==> src/rtl/crc_pkg.sv <==
// package: constants and types for console run control
package crc_pkg;
    localparam int CLK_PERIOD_PS    = 4000;
    localparam int PULSE_SPACING_PS = 180000;
    localparam int PULSE_SPACING_CYC = PULSE_SPACING_PS / CLK_PERIOD_PS;
    localparam int TAP3_DELAY_PS    = 500000;
    localparam int TAP3_CYC         = TAP3_DELAY_PS / CLK_PERIOD_PS;
    localparam int SYNC_PERIOD_PS   = 363636;
    localparam int SYNC_PERIOD_CYC  = SYNC_PERIOD_PS / CLK_PERIOD_PS;
    localparam int SYNC_ODD_CYC     = SYNC_PERIOD_CYC / 2;
    localparam longint POWERUP_MS   = 5;
    localparam longint POWERUP_CYC  = (POWERUP_MS * 64'd1000000000) / CLK_PERIOD_PS;
    localparam int CHAIN_STAGES     = 8;
    localparam int CHAIN_EXCURSIONS = 3;
    localparam int WORD_W           = 8;
    localparam int ADDR_W           = 12;
    localparam logic [7:0] REG_STATUS = 8'h00;
    localparam logic [7:0] REG_ACCUM  = 8'h04;
    localparam logic [7:0] REG_PADDR  = 8'h08;
    localparam logic [7:0] REG_SDATA  = 8'h0C;
    localparam int ST_CENTER = 0;
    localparam int ST_CONT   = 1;
    localparam int ST_SINGLE = 2;
    localparam int ST_BUSY   = 3;
    localparam int ST_FAULT  = 4;
    localparam int ST_LOAD   = 5;
    localparam int ST_SWEPT  = 6;
    localparam int ST_EXC    = 8;
    localparam logic [WORD_W-1:0] ACCUM_RST = 8'h00;
    localparam logic [ADDR_W-1:0] PADDR_RST = 12'h000;
    localparam logic [WORD_W-1:0] SDATA_RST = 8'h00;

    typedef struct packed {
        logic run;
        logic step;
        logic load;
        logic clear;
        logic enter;
        logic sweep;
    } crc_lever_t;

    typedef enum logic [1:0] {
        CRC_CH_IDLE = 2'b00,
        CRC_CH_RUN  = 2'b01
    } crc_chain_st_t;
endpackage

==> src/rtl/crc_timing_chain.sv <==
// eight-stage timing chain with excursion counter and recirculation
`timescale 1ns/1ps
module crc_timing_chain import crc_pkg::*; (
    input  wire logic       i_clk,
    input  wire logic       i_rst_b,
    input  wire logic       i_start,
    input  wire logic       i_recirc,
    input  wire logic       i_halt,
    output logic            o_pulse,
    output logic [2:0]      o_stage,
    output logic [1:0]      o_exc,
    output logic            o_tap3,
    output logic            o_done,
    output logic            o_busy
);
    crc_chain_st_t st_r;
    logic [5:0]    sp_r;
    logic [6:0]    tap_r;
    logic          tap_act_r;
    logic          hold_r;
    logic [2:0]    stage_r;
    logic [1:0]    exc_r;
    logic          pulse_r;
    logic          done_r;
    logic          tap_r1;
    wire           tick      = (st_r == CRC_CH_RUN) && (sp_r == 6'(PULSE_SPACING_CYC - 1));
    wire           last_st   = (stage_r == 3'(CHAIN_STAGES - 1));
    wire           last_exc  = (exc_r == 2'(CHAIN_EXCURSIONS - 1));
    wire           tap_hit   = tap_act_r && (tap_r == 7'(TAP3_CYC - 1));

    always_ff @(posedge i_clk or negedge i_rst_b) begin
        if (!i_rst_b) begin
            st_r    <= CRC_CH_IDLE;
            sp_r    <= 6'h00;
            stage_r <= 3'h0;
            exc_r   <= 2'h0;
            hold_r  <= 1'b0;
            pulse_r <= 1'b0;
            done_r  <= 1'b0;
        end else begin
            pulse_r <= tick;
            done_r  <= 1'b0;
            case (st_r)
                CRC_CH_IDLE: begin
                    if (i_start && !i_halt) begin
                        st_r    <= CRC_CH_RUN;
                        sp_r    <= 6'h00;
                        stage_r <= 3'h0;
                        exc_r   <= 2'h0;
                    end
                end
                CRC_CH_RUN: begin
                    sp_r <= tick ? 6'h00 : sp_r + 6'h01;
                    if (i_halt) begin
                        st_r <= CRC_CH_IDLE;
                    end else if (tick) begin
                        stage_r <= stage_r + 3'h1;
                        if (last_st && exc_r == 2'h1) begin
                            hold_r <= i_recirc;
                        end
                        if (last_st) begin
                            exc_r <= last_exc ? 2'h0 : exc_r + 2'h1;
                        end
                        if (last_st && last_exc) begin
                            done_r <= 1'b1;
                            if (!hold_r) begin
                                st_r <= CRC_CH_IDLE;
                            end
                        end
                    end
                end
                default: st_r <= CRC_CH_IDLE;
            endcase
        end
    end

    // one tap pulse per start, fixed delay after the start
    always_ff @(posedge i_clk or negedge i_rst_b) begin
        if (!i_rst_b) begin
            tap_r     <= 7'h00;
            tap_act_r <= 1'b0;
            tap_r1    <= 1'b0;
        end else begin
            tap_r1 <= tap_hit;
            if (i_start && st_r == CRC_CH_IDLE && !i_halt) begin
                tap_act_r <= 1'b1;
                tap_r     <= 7'h00;
            end else if (tap_hit) begin
                tap_act_r <= 1'b0;
            end else if (tap_act_r) begin
                tap_r <= tap_r + 7'h01;
            end
        end
    end

    assign o_pulse = pulse_r;
    assign o_stage = stage_r - 3'h1;
    assign o_exc   = exc_r;
    assign o_tap3  = tap_r1;
    assign o_done  = done_r;
    assign o_busy  = (st_r == CRC_CH_RUN);
endmodule // crc_timing_chain

==> src/rtl/crc_console_run_control.sv <==
// top: console lever control, master clear, power fault, storage entry
//
// Operation
// - run lever up keeps storage reference cycles going continuously.
// - each step lever press gives exactly one storage cycle then halt.
// - lever in centre sets the centre flag.
// - run with centre flag set sets continuous latch on next even sync.
// - chain start issued on following odd sync unless load mode.
// - third chain tap clears centre flag, blocking a second start.
// - recirculation hold asserted as long as continuous latch set.
// - back to centre: flag set, latch cleared at odd sync, cycle finishes.
// - step sets single latch; tap clears both; chain stops after three passes.
// - load position drives load terms high, not-load low; tape read on lever.
// - clear gives master clear only when idle; zeroes three registers.
// - master clear goes out as internal and external signals.
// - enter mode writes accumulator to storage, clears it, bumps address.
// - sweep reads successive words, one advance per lever operation.
// - power failure stops machine, sets fault latch, blocks storage.
// - powerup delay input held low 5 ms forcing fault latch set.
// - each storage cycle is 24 pulses, three passes of eight stages; run recirculates without a new start.
// - chain pulses spaced 0.18 usec apart.
`timescale 1ns/1ps
module crc_console_run_control import crc_pkg::*; #(
    parameter int POWERUP_CYCLES = int'(POWERUP_CYC)
) (
    input  wire logic              I_REF_CLK,
    input  wire logic              I_RST_B,
    input  wire crc_lever_t        I_LEVERS,
    input  wire logic              I_POWER_OK,
    input  wire logic              I_POWERUP_DELAY_B,
    input  wire logic [7:0]        I_REG_ADDR,
    input  wire logic [31:0]       I_REG_WDATA,
    input  wire logic              I_REG_WR,
    input  wire logic              I_REG_RD,
    output logic [31:0]            O_REG_RDATA,
    input  wire logic [WORD_W-1:0] I_STORE_RDATA,
    output logic [ADDR_W-1:0]      O_STORE_ADDR,
    output logic [WORD_W-1:0]      O_STORE_WDATA,
    output logic                   O_STORE_WR,
    output logic                   O_STORE_RD,
    output logic                   O_CHAIN_START,
    output logic                   O_TIMING_PULSE,
    output logic [2:0]             O_CHAIN_STAGE,
    output logic [1:0]             O_EXCURSION,
    output logic                   O_CHAIN_THIRD_TAP,
    output logic                   O_RECIRC_HOLD,
    output logic                   O_LOAD_TERM,
    output logic                   O_NOT_LOAD_TERM,
    output logic                   O_TAPE_READ_START,
    output logic                   O_MASTER_CLEAR_INT,
    output logic                   O_MASTER_CLEAR_EXT,
    output logic                   O_POWER_FAULT,
    output logic                   O_STORAGE_ENABLE
);
    function automatic logic is_centre(input crc_lever_t l);
        return !l.run && !l.step;
    endfunction

    crc_lever_t        lev_s1_r;
    crc_lever_t        lev_s2_r;
    crc_lever_t        lev_r;
    logic [1:0]        pwr_s_r;
    logic [1:0]        dly_s_r;
    logic [6:0]        sync_r;
    logic [20:0]       pup_r;
    logic              pup_done_r;
    logic              center_r;
    logic              cont_r;
    logic              single_r;
    logic              fault_r;
    logic              clear_prev_r;
    logic              swept_r;
    logic              rd_pend_r;
    logic [WORD_W-1:0] acc_r;
    logic [ADDR_W-1:0] pa_r;
    logic [WORD_W-1:0] sd_r;
    logic              start_r;
    logic              tape_r;
    logic              mc_int_r;
    logic              mc_ext_r;
    logic              st_wr_r;
    logic              st_rd_r;
    logic [ADDR_W-1:0] st_addr_r;
    logic [WORD_W-1:0] st_wdata_r;
    logic [31:0]       rdata_r;
    logic              ch_pulse;
    logic              ch_tap;
    logic              ch_done;
    logic              ch_busy;
    logic [2:0]        ch_stage;
    logic [1:0]        ch_exc;

    wire even_sync  = (sync_r == 7'h00);
    wire odd_sync   = (sync_r == 7'(SYNC_ODD_CYC));
    wire lev_centre = is_centre(lev_r);
    wire running    = cont_r || ch_busy;
    wire delay_low  = !dly_s_r[1] || !pup_done_r;
    wire fault_set  = !pwr_s_r[1] || delay_low;
    wire start_ok   = odd_sync && center_r && (cont_r || single_r)
                      && !ch_busy && !fault_r;
    wire start_now  = start_ok && !lev_r.load;
    wire tape_now   = start_ok && lev_r.load;
    wire mc_now     = lev_r.clear && !clear_prev_r && !running;
    wire op_ok      = ch_done && !fault_r;
    wire enter_now  = op_ok && lev_r.enter;
    wire sweep_now  = op_ok && lev_r.sweep && !lev_r.enter && !swept_r;
    wire sel_status = (I_REG_ADDR == REG_STATUS);
    wire sel_accum  = (I_REG_ADDR == REG_ACCUM);
    wire sel_paddr  = (I_REG_ADDR == REG_PADDR);
    wire sel_sdata  = (I_REG_ADDR == REG_SDATA);
    wire [31:0] status_w = {22'h000000, ch_exc, 1'b0, swept_r, lev_r.load,
                            fault_r, ch_busy, single_r, cont_r, center_r};
    wire [31:0] rd_mux = sel_status ? status_w
                       : sel_accum  ? {24'h000000, acc_r}
                       : sel_paddr  ? {20'h00000, pa_r}
                       : sel_sdata  ? {24'h000000, sd_r}
                       : 32'h00000000;

    // sync pulse generator, even and odd half a period apart
    always_ff @(posedge I_REF_CLK or negedge I_RST_B) begin
        if (!I_RST_B) begin
            sync_r <= 7'h00;
        end else begin
            sync_r <= (sync_r == 7'(SYNC_PERIOD_CYC - 1)) ? 7'h00 : sync_r + 7'h01;
        end
    end

    // two-flop synchronisers, then levers sampled on even sync
    always_ff @(posedge I_REF_CLK or negedge I_RST_B) begin
        if (!I_RST_B) begin
            lev_s1_r <= '0;
            lev_s2_r <= '0;
            lev_r    <= '0;
            pwr_s_r  <= 2'h0;
            dly_s_r  <= 2'h0;
        end else begin
            lev_s1_r <= I_LEVERS;
            lev_s2_r <= lev_s1_r;
            pwr_s_r  <= {pwr_s_r[0], I_POWER_OK};
            dly_s_r  <= {dly_s_r[0], I_POWERUP_DELAY_B};
            if (even_sync) begin
                lev_r <= lev_s2_r;
            end
        end
    end

    // powerup hold keeps the delay input low after reset
    always_ff @(posedge I_REF_CLK or negedge I_RST_B) begin
        if (!I_RST_B) begin
            pup_r      <= 21'h000000;
            pup_done_r <= 1'b0;
        end else if (!pup_done_r) begin
            pup_r      <= pup_r + 21'h000001;
            pup_done_r <= (pup_r == 21'(POWERUP_CYCLES - 1));
        end
    end

    // lever latches
    always_ff @(posedge I_REF_CLK or negedge I_RST_B) begin
        if (!I_RST_B) begin
            center_r     <= 1'b1;
            cont_r       <= 1'b0;
            single_r     <= 1'b0;
            clear_prev_r <= 1'b0;
        end else begin
            clear_prev_r <= lev_r.clear;
            if (lev_centre) begin
                center_r <= 1'b1;
            end else if (ch_tap || tape_now) begin
                center_r <= 1'b0;
            end
            if (fault_r) begin
                cont_r <= 1'b0;
            end else if (even_sync && lev_r.run && center_r) begin
                cont_r <= 1'b1;
            end else if (odd_sync && center_r && !lev_r.run) begin
                cont_r <= 1'b0;
            end
            if (fault_r) begin
                single_r <= 1'b0;
            end else if (even_sync && lev_r.step && center_r) begin
                single_r <= 1'b1;
            end else if (ch_tap || tape_now) begin
                single_r <= 1'b0;
            end
        end
    end

    // power fault latch: set wins over the manual clear
    always_ff @(posedge I_REF_CLK or negedge I_RST_B) begin
        if (!I_RST_B) begin
            fault_r <= 1'b1;
        end else if (fault_set) begin
            fault_r <= 1'b1;
        end else if (mc_now) begin
            fault_r <= 1'b0;
        end
    end

    // start, tape and clear pulses
    always_ff @(posedge I_REF_CLK or negedge I_RST_B) begin
        if (!I_RST_B) begin
            start_r  <= 1'b0;
            tape_r   <= 1'b0;
            mc_int_r <= 1'b0;
            mc_ext_r <= 1'b0;
        end else begin
            start_r  <= start_now;
            tape_r   <= tape_now;
            mc_int_r <= mc_now;
            mc_ext_r <= mc_now;
        end
    end

    // operational registers, storage strobes
    always_ff @(posedge I_REF_CLK or negedge I_RST_B) begin
        if (!I_RST_B) begin
            acc_r      <= ACCUM_RST;
            pa_r       <= PADDR_RST;
            sd_r       <= SDATA_RST;
            swept_r    <= 1'b0;
            rd_pend_r  <= 1'b0;
            st_wr_r    <= 1'b0;
            st_rd_r    <= 1'b0;
            st_addr_r  <= PADDR_RST;
            st_wdata_r <= SDATA_RST;
        end else begin
            st_wr_r   <= enter_now;
            st_rd_r   <= sweep_now;
            rd_pend_r <= st_rd_r;
            if (sweep_now) begin
                swept_r <= 1'b1;
            end else if (center_r && lev_centre && !running) begin
                swept_r <= 1'b0;
            end
            if (mc_now) begin
                acc_r <= ACCUM_RST;
                pa_r  <= PADDR_RST;
                sd_r  <= SDATA_RST;
            end else if (enter_now) begin
                st_addr_r  <= pa_r;
                st_wdata_r <= acc_r;
                sd_r       <= acc_r;
                acc_r      <= ACCUM_RST;
                pa_r       <= pa_r + 12'h001;
            end else if (sweep_now) begin
                st_addr_r <= pa_r;
            end else if (rd_pend_r) begin
                sd_r <= I_STORE_RDATA;
                pa_r <= pa_r + 12'h001;
            end else if (I_REG_WR && sel_accum) begin
                acc_r <= I_REG_WDATA[WORD_W-1:0];
            end else if (I_REG_WR && sel_paddr) begin
                pa_r <= I_REG_WDATA[ADDR_W-1:0];
            end
        end
    end

    // register read data valid only in the cycle after the strobe
    always_ff @(posedge I_REF_CLK or negedge I_RST_B) begin
        if (!I_RST_B) begin
            rdata_r <= 32'h00000000;
        end else begin
            rdata_r <= I_REG_RD ? rd_mux : 32'h00000000;
        end
    end

    crc_timing_chain u_chain (
        .i_clk   (I_REF_CLK),
        .i_rst_b (I_RST_B),
        .i_start (start_r),
        .i_recirc(cont_r),
        .i_halt  (fault_r),
        .o_pulse (ch_pulse),
        .o_stage (ch_stage),
        .o_exc   (ch_exc),
        .o_tap3  (ch_tap),
        .o_done  (ch_done),
        .o_busy  (ch_busy)
    );

    assign O_REG_RDATA        = rdata_r;
    assign O_STORE_ADDR       = st_addr_r;
    assign O_STORE_WDATA      = st_wdata_r;
    assign O_STORE_WR         = st_wr_r;
    assign O_STORE_RD         = st_rd_r;
    assign O_CHAIN_START      = start_r;
    assign O_TIMING_PULSE     = ch_pulse;
    assign O_CHAIN_STAGE      = ch_stage;
    assign O_EXCURSION        = ch_exc;
    assign O_CHAIN_THIRD_TAP  = ch_tap;
    assign O_RECIRC_HOLD      = cont_r;
    assign O_LOAD_TERM        = lev_r.load;
    assign O_NOT_LOAD_TERM    = !lev_r.load;
    assign O_TAPE_READ_START  = tape_r;
    assign O_MASTER_CLEAR_INT = mc_int_r;
    assign O_MASTER_CLEAR_EXT = mc_ext_r;
    assign O_POWER_FAULT      = fault_r;
    assign O_STORAGE_ENABLE   = !fault_r;

    // helper counters for the checks below
    logic [4:0] pcnt_r;
    logic [5:0] gap_r;
    always_ff @(posedge I_REF_CLK or negedge I_RST_B) begin
        if (!I_RST_B) begin
            pcnt_r <= 5'h00;
            gap_r  <= 6'h00;
        end else begin
            pcnt_r <= (ch_done || start_r) ? 5'h00 : pcnt_r + 5'(ch_pulse);
            gap_r  <= ch_pulse ? 6'h00 : start_r ? 6'h3F : gap_r + 6'h01;
        end
    end
endmodule // crc_console_run_control

==> config.mk <==
export PLATFORM = sky130hd
export DESIGN_NAME = crc_console_run_control
export DESIGN_NICKNAME = d
export VERILOG_FILES = /design/src/rtl/crc_pkg.sv /design/src/rtl/crc_timing_chain.sv /design/src/rtl/crc_console_run_control.sv
export SDC_FILE = /design/constraint.sdc
export NUM_CORES = 1
export LEC_CHECK = 0
export BUFFER_PORTS_ARGS = -buffer_cell sky130_fd_sc_hd__clkbuf_2
export CAP_MARGIN = 5
export CORE_MARGIN = 2
export CORE_UTILIZATION = 50
export CTS_CLUSTER_SIZE = 12
export DETAILED_ROUTE_END_ITERATION = 7
export HOLD_SLACK_MARGIN = 0.1
export PLACE_DENSITY = 0.83
export SETUP_SLACK_MARGIN = 0.02
export SLEW_MARGIN = 20
export SYNTH_ARGS = -nofsm -noshare
export SYNTH_HDL_FRONTEND = slang
export SYNTH_SLANG_ARGS = --single-unit
==> constraint.sdc <==
create_clock -name I_REF_CLK -period 1.7 [get_ports I_REF_CLK]
set_clock_uncertainty 0.05 [all_clocks]
set_input_delay 0.17 -clock I_REF_CLK [delete_from_list [all_inputs] [get_ports I_REF_CLK]]
set_output_delay 0.17 -clock I_REF_CLK [all_outputs]
set_load 0.02 [all_outputs]
=== Word-level counts from Yosys, hierarchy flattened ===
Index checks and enable logic that the tools add are counted.
W data, S select, Z words.

* Flip-flop bits (word level): 148
* Bits of input ports: 60
* Output and inout bits: 70
* Logic and storage cells: 220

* Add/subtract/negate cells: 8
* Equal/unequal tests: 23
* Muxes and demuxes: 63
* Bitwise gates (word level): 2
* Reductions and logical operators: 73

{| class="wikitable"
|+ Operator list
! cell !! count
|-
| $mux W12 || 12
|-
| $mux W8 || 10
|-
| $logic_and A1 B1 Y1 || 30
|-
| $mux W7 || 4
|-
| $add A21 B1 Y21 const B || 1
|-
| $eq A21 B21 Y1 const B || 1
|-
| $mux W2 || 10
|-
| $mux W1 || 18
|-
| $eq A8 B4 Y1 const B || 2
|-
| $add A7 B1 Y7 const B || 2
|-
| $eq A7 B7 Y1 const B || 2
|-
| $reduce_bool A2 Y1 || 7
|-
| $add A12 B1 Y12 const B || 1
|-
| $logic_not A1 Y1 || 12
|-
| $mux W6 || 2
|-
| $pmux W6 S2 || 1
|-
| $reduce_and A4 Y1 || 3
|-
| $reduce_bool A3 Y1 || 4
|-
| $reduce_and A2 Y1 || 5
|-
| $mux W3 || 3
|-
| $eq A8 B3 Y1 const B || 1
|-
| $logic_not A8 Y1 || 1
|-
| $pmux W2 S2 || 2
|-
| $eq A7 B6 Y1 const B || 1
|-
| other kinds (22) || 34
|}

=== Logic depth before layout (Yosys ltp) ===
* Depth in word-level cells: 10
* Depth in mapped cells: 7
* Gate-level depth less buffers: 7

=== Modules after synthesis ===
Synthesis repeated with hierarchy kept, for this count alone.

* Cell total of the unflattened synthesis: 613
* Area total of the unflattened synthesis: 7105.6 um^2

{| class="wikitable"
|+ Modules (own cells, without submodules)
! module !! instances !! cells an instance !! area an instance (um^2) !! seq. area each (um^2)
|-
| crc_console_run_control || 1 || 489 || 5799.3 || 3080.5
|-
| crc_timing_chain || 1 || 124 || 1306.3 || 600.6
|}

=== Worst setup path before layout ===
OpenSTA, ideal clock, no wires.

* Path kind: register -> register
* From: reg cont_r, in the netlist O_RECIRC_HOLD
* To: reg st_addr_r[8], in the netlist O_STORE_ADDR[8]
* Setup time: 0.128 ns
* Arrival time: 1.704 ns
* Required time: 1.522 ns
* Setup slack: -0.182 ns
* Stages on the path, launching flop included: 6
* Buffers on the path: 2
* Period minus slack after synthesis: 1.882 ns
* Cell sequence: dfrtp_1 or4b_1 buf_2 o21ai_4 buf_6 mux2_1

* Word-level cells in the longest chain between the ends: 5

{| class="wikitable"
|+ RTL lines
! what !! line !! source
|-
| start, declared || crc_console_run_control.sv:68 || <nowiki>logic cont_r;</nowiki>
|-
| start signal, assigned || crc_console_run_control.sv:162 || <nowiki>cont_r <= 1'b0;</nowiki>
|-
| start signal, assigned || crc_console_run_control.sv:173 || <nowiki>cont_r <= 1'b0;</nowiki>
|-
| start signal, assigned || crc_console_run_control.sv:175 || <nowiki>cont_r <= 1'b1;</nowiki>
|-
| $logic_or A1 B1 Y1 || crc_console_run_control.sv:96 || <nowiki>wire running = cont_r || ch_busy;</nowiki>
|-
| $logic_not A1 Y1 || crc_console_run_control.sv:103 || <nowiki>wire mc_now = lev_r.clear && !clear_prev_r && !running;</nowiki>
|-
| $logic_and A1 B1 Y1 || crc_console_run_control.sv:103 ||
|-
| $not A1 Y1 (no source line) || - ||
|-
| $reduce_and A2 Y1 (no source line) || - ||
|-
| end signal, assigned || crc_console_run_control.sv:241 || <nowiki>st_addr_r <= pa_r;</nowiki>
|-
| end signal, assigned || crc_console_run_control.sv:247 || <nowiki>st_addr_r <= pa_r;</nowiki>
|-
| end, declared || crc_console_run_control.sv:83 || <nowiki>logic [ADDR_W-1:0] st_addr_r;</nowiki>
|}

No other way between the ends.
A chain may end at the register's enable or synchronous reset.

=== Worst setup path after layout ===
* From: reg fault_r, in the netlist O_POWER_FAULT
* To: reg pa_r[10]

* Elaborated cells on any way between the ends: 12
* Those cells by class: eq/ne (2); mux (2); reduce/logical (8)

{| class="wikitable"
|+ RTL lines
! what !! line !! source
|-
| start, declared || crc_console_run_control.sv:70 || <nowiki>logic fault_r;</nowiki>
|-
| start signal, assigned || crc_console_run_control.sv:192 || <nowiki>fault_r <= 1'b1;</nowiki>
|-
| start signal, assigned || crc_console_run_control.sv:194 || <nowiki>fault_r <= 1'b1;</nowiki>
|-
| start signal, assigned || crc_console_run_control.sv:196 || <nowiki>fault_r <= 1'b0;</nowiki>
|-
| $logic_not A1 Y1 * || crc_console_run_control.sv:104 || <nowiki>wire op_ok = ch_done && !fault_r;</nowiki>
|-
| $logic_and A1 B1 Y1 * || crc_console_run_control.sv:104 ||
|-
| $logic_and A1 B1 Y1 * || crc_console_run_control.sv:105 || <nowiki>wire enter_now = op_ok && lev_r.enter;</nowiki>
|-
| named net enter_now || crc_console_run_control.sv:105 ||
|-
| $ne A4 B4 Y1 (no source line), or another cell as far along || - ||
|-
| $reduce_and A3 Y1 (no source line) or $mux W12 (tied branches) || - ||
|-
| end signal, assigned || crc_console_run_control.sv:245 || <nowiki>pa_r <= pa_r + 12'h001;</nowiki>
|-
| end signal, assigned || crc_console_run_control.sv:250 || <nowiki>pa_r <= pa_r + 12'h001;</nowiki>
|-
| end signal, assigned || crc_console_run_control.sv:254 || <nowiki>pa_r <= I_REG_WDATA[ADDR_W-1:0];</nowiki>
|-
| end, declared || crc_console_run_control.sv:75 || <nowiki>logic [ADDR_W-1:0] pa_r;</nowiki>
|}

Mark *: on every way through the listed nets, which the timed path passes. The rest lies on a longest branch.

==> flow_summary.yaml <==
worst_setup_path:
  critPathArrivalTime_ns: 2.02
  critical_path_class: "register to register"
  reg2regPathDepth: 7
  critPathCaptureType: "register"
  crit_chain: "nand3b_2, inv_2, nor2_2, buf_6, nor2_1, a22oi_1, o2bb2ai_1"
  setup.worst_path.start_class: "register"
  cp_top_family: "flip-flops"
  cp_num_cells: 7
  critPathBufInv: 2
  slowest_delay_ns: 0.55
  timing.critical_path.slowest_stage_cell: "dfstp_2"
  worstPathRequired_ns: 1.95
  crit_fanout: 16
sta:
  setup_violations: 17
  hold_viol: 0
  fin_crit_sh: 1.04
  drv_slew: 0
  layout_setup_ws_ns: -0.0635
  post-route-min-period_ns: 1.76
  fmax_ghz: 0.567
  rsz0062_at_grt: "yes"
power_and_ir_drop:
  peakVddDrop_mv: 0.632
  p_sw_frac: 0.237
  power_w: 0.00758
  pwr-share-comb: 0.053
  power.density_nw_per_um2: 861
  clkPwrFrac: 0.475
  leakage_nw: 4.28
  p_int_w: 0.00579
  seq_power_share: 0.471
  switchingPower_w: 0.00180
detailed_routing:
  dr.pass1.iters: 5
  antenna_left: 0
  num_vias: 5396
  drt_iter0_drc: 413
  wirelength_mm: 16.4
  routedWlPerCell_um: 16.5
  vias_per_cell: 5.44
  drc: 0
cts:
  cts_made_buffers: 17
  cts_tree: "done"
  cts-root-buf: "clkbuf_16"
  cts.sinks: 147
  clk_pin_slew_ns: 0.06
  cts_buffer_depth: 2
  clkLatencyLatePin_ns: 0.43
  h-tree-depth: 4
global_route:
  grt_max_degree: 54
  grtUsageTotal: 0.231
  grt_pass1_vias: 5389
  antenna_found_initial: 0
  overflow: 0
  grt_pass1_wl_mm: 26.1
placement:
  place_congestion: 0.911
  hpwl_mm: 11.5
  dp_slack_ns: -0.108
  port_buffers: 89
  placed_cell_area_um2: 7680
  place_inst: 918
synth:
  async_reset_ff_frac: 1.00
  yosysWarnings: 0
  synthTopCellsByArea: "dfrtp_1 (54%), mux2i_1 (4.2%), nand2_1 (3.3%), xnor2_1 (3.0%), nor2_1 (2.8%)"
  synth_cells: 615
  syn_area_um2: 6720
  yosysSeqAreaShare: 0.548
  ys_types: 70
  synth_most_common_cell: "dfrtp_1"
  synthFlopType: "dfrtp_1"
  synthTopCellsByCount: "dfrtp_1 (145), nand2_1 (59), nor2_1 (51)"
  avgSynthCellArea_um2: 10.9
  synth_edf_count: 0
  yosysTopAreaCell: "dfrtp_1"
  ys_ff_latch: 147
  synth_top_area_share: 0.540
floorplanning:
  rows: 42
  die_h_um: 120
  pin_count: 130
  die_width_um: 120
  initial_core_util: 0.509
  core_area_um2: 13200
  dieArea_um2: 14400
layout:
  final_nets: 875
  area.growth.synth_to_final_pct: 31.1
  diodes: 0
  drive_above_1_share: 0.294
  finalInstanceArea_um2: 8810
  stdcell_count: 992
outcome:
  status: "complete, but fails checks"
  violations: "negative setup slack"
hold_path:
  hold_path.class: "input pin to register"
  whs_path_depth: 3
run:
  maxCapViolations: 0
-- sequential cells by signal, indices dropped and copies added (netlist names), 3 cells and up --
signal	count
lev_r	5
sync_r	7
pup_r	21
acc_r	8
lev_s1_r	6
u_chain.stage_r	3
u_chain.tap_r	7
O_REG_RDATA	12
O_STORE_ADDR	12
lev_s2_r	6
O_STORE_WDATA	8
pa_r	12
u_chain.sp_r	6
sd_r	8
-- cell usage in the layout (no fill, tap or decap), types with 3 or more instances in the layout --
| master | netlist | routed |
|---|---|---|
| nor2b_1 | 4 | 4 |
| clkbuf_2 | 0 | 86 |
| nor2_4 | 2 | 3 |
| nand2b_1 | 5 | 5 |
| buf_12 | 0 | 4 |
| o22ai_1 | 3 | 3 |
| nor2_1 | 51 | 47 |
| mux2_4 | 0 | 9 |
| nand3_1 | 24 | 24 |
| nand2_1 | 59 | 59 |
| nor3_1 | 20 | 19 |
| nor4_1 | 5 | 5 |
| o21ai_0 | 29 | 25 |
| conb_1 | 1 | 20 |
| dlygate4sd3_1 | 0 | 29 |
| clkinv_4 | 0 | 3 |
| dfrtp_1 | 145 | 144 |
| mux2_2 | 17 | 10 |
| clkbuf_16 | 0 | 17 |
| mux2i_1 | 28 | 28 |
| a211oi_1 | 8 | 8 |
| buf_6 | 1 | 3 |
| inv_1 | 20 | 20 |
| xor2_1 | 8 | 8 |
| xnor2_1 | 23 | 23 |
| and2_1 | 5 | 4 |
| inv_6 | 0 | 4 |
| nand4_1 | 14 | 14 |
| ha_1 | 12 | 11 |
| a22o_1 | 4 | 4 |
| and3_1 | 8 | 8 |
| or3_1 | 3 | 3 |
| a21oi_1 | 16 | 15 |
| o21ai_1 | 8 | 9 |
| o2bb2ai_1 | 7 | 7 |
| nor2_2 | 0 | 3 |
| o21ai_4 | 2 | 4 |
| buf_4 | 22 | 64 |
-- power groups by stage --
stage               logic [W]  clock network, W  registers, W
detailed placement   0.000345                 0       0.00363
global route         0.000443           0.00382       0.00357
CTS                  0.000401           0.00363       0.00357
floorplan            0.000165                 0       0.00363
global placement     0.000335                 0       0.00363
finish               0.000405           0.00360       0.00357
-- final timing paths --
| check | from | endpoint | slack, ns |
|---|---|---|---|
| setup / recovery | O_POWER_FAULT$_DFFE_PN1P_ | pa_r[10]$_DFFE_PN0P_ | -0.06 |
| hold / removal | I_REG_RD | O_REG_RDATA[5]$_DFF_PN0_ | 0.14 |
| setup reg to reg | O_POWER_FAULT$_DFFE_PN1P_ | pa_r[10]$_DFFE_PN0P_ | -0.06 |
| hold reg to reg | lev_s1_r[4]$_DFF_PN0_ | lev_s2_r[4]$_DFF_PN0_ | 0.29 |
| max in group asynchronous | I_RST_B | O_STORE_RD$_DFF_PN0_ | 0.81 |
| min in group asynchronous | I_RST_B | pup_r[14]$_DFFE_PN0N_ | 0.20 |
-- tightest hold or removal path, stage by stage --
cell      delay (ns)
clkbuf_2        0.11
nand3_1         0.20
nor3_1          0.10
-- stage by stage --
step	hold WS [ns]	utilization	setup TNS [ns]
final	0.139	0.668	-0.484
after global routing	0.155	0.668	-2.99
after CTS	0.115	0.656	-0.267
after detailed placement	0.0973	0.582	-1.61
after global placement	0.0984	0.582	-0.862
after floorplan	-0.176	-	-1.40
-- logic make-up after synthesis --
group,count (synthesis),synth area share
AND/OR/NAND/NOR,222,0.173
flip-flops,147,0.548
AO/OA/AOI/OAI,94,0.0937
buffers and inverters,61,0.0490
multiplexers,47,0.0735
XOR/XNOR,31,0.0404
adder cells (fa/ha/maj),12,0.0223
other,1,0.000558
-- cell type report --
cell class	instances	area (µm²)
inverters	23	98.8
fillers	922	4380
clock buffers	20	447
repair buffers	186	1320
clock inverters	12	123
flip-flops and latches	147	3680
well taps	176	220
multi-input cells	428	2920
-- repair_timing --
action | in CTS | in global routing
endpoints found under the hold margin | 183 | 0
setup buffers | 4 | 8
endpoints found under the setup margin | 43 | 65
pin swaps | 6 | 10
hold buffers | 29 | 0
gates resized for setup | 18 | 26
gates cloned | 1 | 1
-- layer usage --
layer / global-route usage / up-vias / wire length, µm
met5: 0 / - / 0
met4: 0.0875 / 0 / 483
met3: 0.0561 / 45 / 837
met2: 0.384 / 215 / 8310
met1: 0.292 / 2638 / 6750
li1: - / 2498 / -
Note: power is estimated with default switching activity, not from simulation.
